==> src/hw/ppc_map.svh <==
`ifndef PPC_MAP_SVH
`define PPC_MAP_SVH

// Clock and timing figures
`define PPC_CLK_PERIOD_NS 100
`define PPC_RST_MIN_NS    1000
`define PPC_RST_MIN_CYC   ((`PPC_RST_MIN_NS + `PPC_CLK_PERIOD_NS - 1) / `PPC_CLK_PERIOD_NS)
`define PPC_IRQ_HOLD_MS   500
`define PPC_IRQ_HOLD_CYC  ((`PPC_IRQ_HOLD_MS * 1000000) / `PPC_CLK_PERIOD_NS)
`define PPC_MDC_MAX_MHZ   25

// Field widths and reset values
`define PPC_RST_CNT_W     4
`define PPC_IRQ_TMR_W     23
`define PPC_ROLE_RST      1'h0

`endif

==> src/hw/ppc_pkg.sv <==
package ppc_pkg;

  // One received nibble with its qualifiers
  typedef struct packed {
    logic       valid;
    logic       error;
    logic [3:0] data;
  } ppc_rx_beat_type;

  // Interrupt pin state
  typedef enum logic [2:0] {
    PPC_IRQ_IDLE = 3'b001,
    PPC_IRQ_PEND = 3'b010,
    PPC_IRQ_HOLD = 3'b100
  } ppc_irq_state_type;

endpackage

==> src/hw/ppc_top.sv <==
`timescale 1ns/1ns
`include "ppc_map.svh"

module ppc_top #(
  parameter int IRQ_HOLD_CYC = `PPC_IRQ_HOLD_CYC
) (
  input  wire logic                     clk,
  input  wire logic                     sys_rst,
  input  wire logic                     mode_rgmii,
  input  wire ppc_pkg::ppc_rx_beat_type rx_beat,
  output logic                          rx_clk_out,
  output logic                          rx_ctrl,
  output logic [3:0]                    rx_data,
  output logic                          rx_er,
  input  wire logic                     reset_low_in,
  output logic                          dev_reset,
  input  wire logic                     mdc,
  input  wire logic                     mdio_in,
  output logic                          mdio_out,
  output logic                          mdio_oe,
  input  wire logic                     mgmt_out_bit,
  input  wire logic                     mgmt_out_en,
  output logic                          mgmt_in_bit,
  output logic                          mgmt_in_stb,
  input  wire logic                     irq_role_sel,
  input  wire logic                     irq_enable,
  input  wire logic                     irq_event,
  input  wire logic                     irq_clear,
  input  wire logic                     reg_access_off,
  input  wire logic                     irq_or_powerdown_pin_in,
  output logic                          irq_or_powerdown_pin_out,
  output logic                          irq_or_powerdown_pin_oe,
  output logic                          powerdown_active
);

  // Pin synchronisers
  logic                            rst_s1, rst_s2, mode_s1, mode_s2;
  logic                            mdc_s1, mdc_s2, mdc_q, mdio_s1, mdio_s2;
  logic                            pin_s1, pin_s2;
  // Reset filter
  logic [`PPC_RST_CNT_W-1:0]       rst_cnt, next_rst_cnt;
  logic                            next_dev_reset;
  logic                            int_rst;
  // Receive path
  ppc_pkg::ppc_rx_beat_type        beat, next_beat;
  logic                            next_rx_clk, next_rx_ctrl, next_rx_er;
  logic [3:0]                      next_rx_data;
  // Management path
  logic                            mdc_rise, mdc_fall;
  logic                            next_mdio_oe, next_in_bit, next_in_stb;
  // Shared pin
  ppc_pkg::ppc_irq_state_type      irq_state, next_irq_state;
  logic [`PPC_IRQ_TMR_W-1:0]       irq_tmr, next_irq_tmr;
  logic                            role, next_role, next_pin_oe, next_pd;
  logic                            irq_hit;

  always_ff @(posedge clk) begin
    rst_s1  <= reset_low_in;
    rst_s2  <= rst_s1;
    mode_s1 <= mode_rgmii;
    mode_s2 <= mode_s1;
    mdc_s1  <= mdc;
    mdc_s2  <= mdc_s1;
    mdc_q   <= mdc_s2;
    mdio_s1 <= mdio_in;
    mdio_s2 <= mdio_s1;
    pin_s1  <= irq_or_powerdown_pin_in;
    pin_s2  <= pin_s1;
  end

  // count low time of reset pin
  always_comb begin
    next_rst_cnt   = rst_cnt;
    next_dev_reset = 1'b0;
    if (rst_s2) begin
      next_rst_cnt = '0;
    end else if (rst_cnt != `PPC_RST_CNT_W'(`PPC_RST_MIN_CYC)) begin
      next_rst_cnt = rst_cnt + `PPC_RST_CNT_W'(1);
    end
    if (!rst_s2 && next_rst_cnt == `PPC_RST_CNT_W'(`PPC_RST_MIN_CYC)) begin
      next_dev_reset = 1'b1;
    end
  end

  // Filter registers
  always_ff @(posedge clk) begin
    if (sys_rst) begin
      rst_cnt   <= '0;
      dev_reset <= 1'b0;
    end else begin
      rst_cnt   <= next_rst_cnt;
      dev_reset <= next_dev_reset;
    end
  end

  // Internal reset for receive, management and shared pin state; not the filter registers or the unreset pin synchronisers
  assign int_rst = sys_rst | dev_reset;

  always_comb begin
    next_rx_clk  = ~rx_clk_out;
    next_beat    = beat;
    next_rx_ctrl = rx_ctrl;
    next_rx_er   = rx_er;
    next_rx_data = rx_data;
    if (next_rx_clk) begin
      next_beat    = rx_beat;
      next_rx_data = rx_beat.data;
      next_rx_ctrl = rx_beat.valid;
      next_rx_er   = mode_s2 ? 1'b0 : rx_beat.error;
    end else if (mode_s2) begin
      next_rx_ctrl = beat.valid ^ beat.error;
    end
  end

  // Receive registers
  always_ff @(posedge clk) begin
    if (int_rst) begin
      rx_clk_out <= 1'b0;
      beat       <= '0;
      rx_ctrl    <= 1'b0;
      rx_er      <= 1'b0;
      rx_data    <= 4'h0;
    end else begin
      rx_clk_out <= next_rx_clk;
      beat       <= next_beat;
      rx_ctrl    <= next_rx_ctrl;
      rx_er      <= next_rx_er;
      rx_data    <= next_rx_data;
    end
  end

  assign mdc_rise = mdc_s2 & ~mdc_q;
  assign mdc_fall = ~mdc_s2 & mdc_q;

  // Sample on rise, change drive on fall
  always_comb begin
    next_in_stb  = mdc_rise;
    next_in_bit  = mdc_rise ? mdio_s2 : mgmt_in_bit;
    next_mdio_oe = mdio_oe;
    if (mdc_fall) begin
      next_mdio_oe = mgmt_out_en & ~mgmt_out_bit;
    end
  end

  // Management registers
  always_ff @(posedge clk) begin
    if (int_rst) begin
      mdio_oe     <= 1'b0;
      mdio_out    <= 1'b0;
      mgmt_in_bit <= 1'b0;
      mgmt_in_stb <= 1'b0;
    end else begin
      mdio_oe     <= next_mdio_oe;
      mdio_out    <= 1'b0;        // Open drain level
      mgmt_in_bit <= next_in_bit;
      mgmt_in_stb <= next_in_stb;
    end
  end

  // Enabled interrupt event
  assign irq_hit = irq_event & irq_enable;

  always_comb begin
    next_irq_state = irq_state;
    next_irq_tmr   = irq_tmr;
    next_role      = irq_role_sel;
    unique case (irq_state)
      ppc_pkg::PPC_IRQ_IDLE: begin
        if (irq_hit && reg_access_off) begin
          next_irq_state = ppc_pkg::PPC_IRQ_HOLD;
          next_irq_tmr   = `PPC_IRQ_TMR_W'(IRQ_HOLD_CYC);
        end else if (irq_hit) begin
          next_irq_state = ppc_pkg::PPC_IRQ_PEND;
        end
      end
      ppc_pkg::PPC_IRQ_PEND: begin
        // Set wins over clear
        if (irq_clear && !irq_hit) begin
          next_irq_state = ppc_pkg::PPC_IRQ_IDLE;
        end
      end
      ppc_pkg::PPC_IRQ_HOLD: begin
        if (irq_hit) begin
          next_irq_tmr = `PPC_IRQ_TMR_W'(IRQ_HOLD_CYC);
        end else if (irq_tmr == `PPC_IRQ_TMR_W'(1)) begin
          next_irq_state = ppc_pkg::PPC_IRQ_IDLE;
          next_irq_tmr   = '0;
        end else begin
          next_irq_tmr = irq_tmr - `PPC_IRQ_TMR_W'(1);
        end
      end
    endcase
    next_pin_oe = next_role & (next_irq_state != ppc_pkg::PPC_IRQ_IDLE);
    next_pd     = ~next_role & ~pin_s2;
  end

  always_ff @(posedge clk) begin
    if (int_rst) begin
      irq_state                <= ppc_pkg::PPC_IRQ_IDLE;
      irq_tmr                  <= '0;
      role                     <= `PPC_ROLE_RST;
      irq_or_powerdown_pin_oe  <= 1'b0;
      irq_or_powerdown_pin_out <= 1'b0;
      powerdown_active         <= 1'b0;
    end else begin
      irq_state                <= next_irq_state;
      irq_tmr                  <= next_irq_tmr;
      role                     <= next_role;
      irq_or_powerdown_pin_oe  <= next_pin_oe;
      irq_or_powerdown_pin_out <= 1'b0;
      powerdown_active         <= next_pd;
    end
  end
endmodule

==> config.mk <==
export PLATFORM = sky130hd
export DESIGN_NAME = ppc_top
export DESIGN_NICKNAME = d
export VERILOG_FILES = /design/src/hw/ppc_pkg.sv /design/src/hw/ppc_top.sv
export VERILOG_INCLUDE_DIRS = /design/src /design/src/hw
export SDC_FILE = /design/constraint.sdc
export NUM_CORES = 1
export LEC_CHECK = 0
export ABC_AREA = 1
export BUFFER_PORTS_ARGS = -buffer_cell sky130_fd_sc_hd__buf_2
export CELL_PAD_IN_SITES_DETAIL_PLACEMENT = 1
export CELL_PAD_IN_SITES_GLOBAL_PLACEMENT = 2
export CORE_MARGIN = 2
export CORE_UTILIZATION = 35
export DETAILED_ROUTE_END_ITERATION = 10
export GPL_TIMING_DRIVEN = 1
export HOLD_SLACK_MARGIN = 0.02
export PLACE_DENSITY = 0.94
export SLEW_MARGIN = 20
export SYNTH_ARGS = -nofsm -noshare
export SYNTH_HDL_FRONTEND = slang
export SYNTH_SLANG_ARGS = --single-unit
==> constraint.sdc <==
create_clock -name clk -period 3.1 [get_ports clk]
set_clock_uncertainty 0.1 [all_clocks]
set_input_delay 0.155 -clock clk [delete_from_list [all_inputs] [get_ports clk]]
set_output_delay 0.155 -clock clk [all_outputs]
set_load 0.005 [all_outputs]
==> results.md <==
- The number of I/O port buffers is 32.
- The multi-input combinational cells in the finished layout cover a total of 0.001315 sq mm.
- The worst path in the final design needs a cycle of 1.719 ns, including I/O delays and setup.
- The worst register-to-register path begins at irq_state[0].
- The master cell of the clock root buffer is clkbuf_8.
- The worst hold slack is 0.1405 ns.
- The share of the Yosys chip area taken by registers is 41.97%.
- The launching element type of the critical path is a register.
- The post-synthesis cell type count is 33.
- The most frequent standard cell in the layout excluding fill and tap cells is nand2_1.
- The cell count after synthesis came out at 373.
- The number of slew-limit violations in the final report is 0.
- Fill cells in the final layout number 928.
- For this run, global-route usage on met2 was measured as 29.38%.
- Across the whole layout, storage elements account for 0.001121 sq mm.
- The initial cell density of the core is 36.44%.
- The remaining routing DRC violations is 0.
- The post-synth design cell area is 0.002671 sq mm.
- The maximum vdd ir drop is 0.2672 mV.
- The later pin in the worst-skew pair is clocked with a latency of 0.32 ns.
- The number of sinks on the clock net is 56.
- 35 I/O pins were placed.
- The count of vias placed by the detailed router is 2507.
- The slowest stage of the critical path is the dfxtp_1 cell.
- In the final routed layout, each cell accounts on average for 13.08 um.
- The overall power consumption is 1.600 mW.
- The data arrival time of the critical path is 1.84 ns.
- The worst setup path is captured at a register.
- The worst register-to-register path has a depth of 7.
- The critical path goes through inv_1 -> nor3_1 -> nand3_1 -> nand2_2 -> inv_1 -> o21ai_0 -> a21oi_1.
- Setup repair after global routing left no endpoint under its margin.
- The number of antenna violations at the first check in global routing is 0.
- The core region area is 0.007331 sq mm.
- Power spread over the standard cell area amounts to 506.4 mW/mm^2.
- Synthesis inferred 56 register bits.
- By area, the combinational part of the netlist is dominated by simple AND/OR/NAND/NOR gates.
- The number of cells traversed by the worst hold path is 5.
- Derived from the worst setup path, the maximum achievable clock frequency is 0.5816 GHz.
- The tightest slew margin relative to the limit is 55.26%.
- The highest-utilization routing layer at the global route stage is met2.
- Entering global routing, the biggest net connects 23 pins.
- On the critical path the largest part of the delay comes from simple AND/OR/NAND/NOR gates.
- For this block, the routed nets add up to 6816 um of wire.
- The number of synthesis warnings is 0.
- The delay contributed by the slowest stage of the critical path is 0.36 ns.
- The most frequent cell on the critical path is inv_1.
- Global routing used 3.071% of the available met3 tracks.
- The first global-routing pass estimated 11690 um of wire.
- Of the post-synthesis cell area, the part taken by muxes is 0%.
- At the pin with the least slew margin, the transition time is 0.6704 ns.
- After the last flow step, the layout net total stands at 445.
- The adder-cell share of the synthesized area is 1.874%.
- The synthesized area per cell is 7.162 sq um.
- At the end of the flow the core is filled with cells to 43.10%.
- The worst min-delay path class is input pin to register.
- The via count normalized by instance count is 4.812.
- Summed over all cells, the static leakage comes to 1.503 nW.
- The number of clock buffers added by TritonCTS is 5.
- TritonCTS built the clock tree.
- The XOR/XNOR share of the synthesized area is 2.295%.
- The start point of the critical path is irq_state[0].
- After floorplanning, the core was divided into 31 placement rows.
- The remaining global-route overflow is 0.
- The antenna diode count is 0.
- The count of nets left with antenna violations once routing finished came out at 0.
- The total half-perimeter wirelength after legalization and detailed placement is 5005 um.
- The tool flagged a number of max-cap violations equal to 0.
- Summing the areas of all and, or, nand and nor instances in the mapped netlist gives 36.11% of the synthesized area.
- The fraction of layout cells with a size suffix above 1 is 16.35%.
- The largest fanout of any net on the critical path is 22.
- The final count of hold timing violations was 0.
- In the layout the commonest cells are nand2_1 (72), nor2_1 (56), dfxtp_1 (56).
- The flow ran to the end, and the final reports show no timing, DRC or antenna violations.
- The total number of H-tree levels is 2.
- The area growth from synthesis to layout is 18.27%.
- For this run, global-route usage on met1 was measured as 22.05%.
- The via count of the first global-routing pass is 2522.
- The clock slew seen by the registers of the worst setup and hold paths is 0.10 ns.
- The clock passes through at most 2 buffers.
- The complex-gate fraction of the synthesized area is 8.665%.
- Counting both buffers and inverters, the worst setup path holds a total of 2.
- The worst hold endpoint is irq_tmr[6].
- The floorplan step defined a die boundary enclosing 0.008348 sq mm.
- The worst hold path begins at irq_enable.
- Global routing used 17.07% of the available tracks.
- The congestion estimate from routability-driven global placement came to 0.8640.
- The register-to-register setup slack is 1.38 ns.
- The number of DRC violations after detailed-routing iteration 0 is 83.
- Measured along the y axis, the die boundary spans 91.37 um.
- The critical path is of the register to register type.
- The quantity of gates resized following cts is 0.
- The final setup violation count is 0.
- In the finished design, the share of the clock period the worst path needs comes to 55.46%.
- The required time at the endpoint of the critical path is 3.22 ns.
- The final-layout setup total negative slack is 0 ns.
- The endpoint identified for the worst register-to-register timing path is irq_tmr[0].
- The horizontal die dimension is 91.37 um.
- The count of TritonRoute iterations in the first routing pass is 4.
-- through the flow --
stage	cells	worst slack, ns	area (sq um)
3_5_place_dp	498	1.375	2919
4_1_cts	521	1.360	3159
5_1_grt	521	1.160	3159
2_1_floorplan	374	1.625	2675
3_3_place_gp	498	1.416	2919
6_report	521	1.381	3159
-- final cells by class --
cell class              instances  share of cell area [%]
multi-input cells             259                   41.62
flip-flops and latches         56                   35.49
repair buffers                 48                   10.06
inverters                      51                   6.059
well taps                      99                   3.921
clock buffers                   6                   2.297
clock inverters                 2                  0.5545
-- where the power goes --
| part | internal (mW) | switching [mW] | total (mW) |
|---|---|---|---|
| sequential | 0.759 | 0.0348 | 0.794 |
| combinational | 0.145 | 0.242 | 0.388 |
| clock | 0.166 | 0.252 | 0.418 |
-- logic make-up after synthesis --
group | count (synthesis)
flops | 56
fa+ha+maj | 4
simple gates | 202
other cells | 1
compound gates | 44
xor+xnor | 7
buf+inv | 59
-- what timing repair did --
action,4_1_cts,5_1_grt
buffers inserted,0,0
hold buffers,15,0
endpoints found under the hold margin,15,0
-- state kept, by name (all words and copies together) (netlist names), 2 cells and up --
name       cells
beat           2
irq_state      3
irq_tmr       23
rst_cnt        4
rx_data        4
-- layer usage --
metal  up-vias  share of wire, %
li1       1275                 -
met2        32                49
met1      1192                47
met5         -                 0
met4         0               1.2
met3         8               2.9
-- Yosys cell counts, drive strengths merged --
master | n | share of area [%]
conb | 1 | 0.14
nor3b | 1 | 0.28
or2 | 1 | 0.23
ha | 4 | 1.9
dfxtp | 56 | 42
inv | 51 | 7.2
o22ai | 2 | 0.47
a21oi | 27 | 5.1
nor4 | 1 | 0.23
nor2 | 68 | 12
and2 | 1 | 0.23
xor2 | 7 | 2.3
o221a | 1 | 0.42
o211ai | 1 | 0.28
nand2 | 80 | 12
nor3 | 8 | 2.5
buf | 5 | 1.4
nand3 | 33 | 6.2
nand3b | 3 | 0.84
clkbuf | 3 | 0.42
nand4 | 6 | 1.6
o21ai | 13 | 2.4
-- how the worst max path moves through the flow --
| stage | cells after the start | endpoint | slack, ns |
|---|---|---|---|
| after floorplan | 9 | irq_tmr[18] | 1.63 |
| after global placement | 7 | irq_tmr[0] | 1.42 |
| after detailed placement | 7 | irq_tmr[0] | 1.38 |
| after CTS | 7 | irq_tmr[0] | 1.36 |
| after global routing | 7 | irq_tmr[0] | 1.16 |
| final | 7 | irq_tmr[0] | 1.38 |
-- worst min-delay path: cells and delay by family --
| kind | cells | cell delay, ns |
|---|---|---|
| buffers and inverters | 2 | 0.11 |
| and+or+nand+nor | 3 | 0.26 |
No activity file was read; power rests on OpenSTA's default activity.
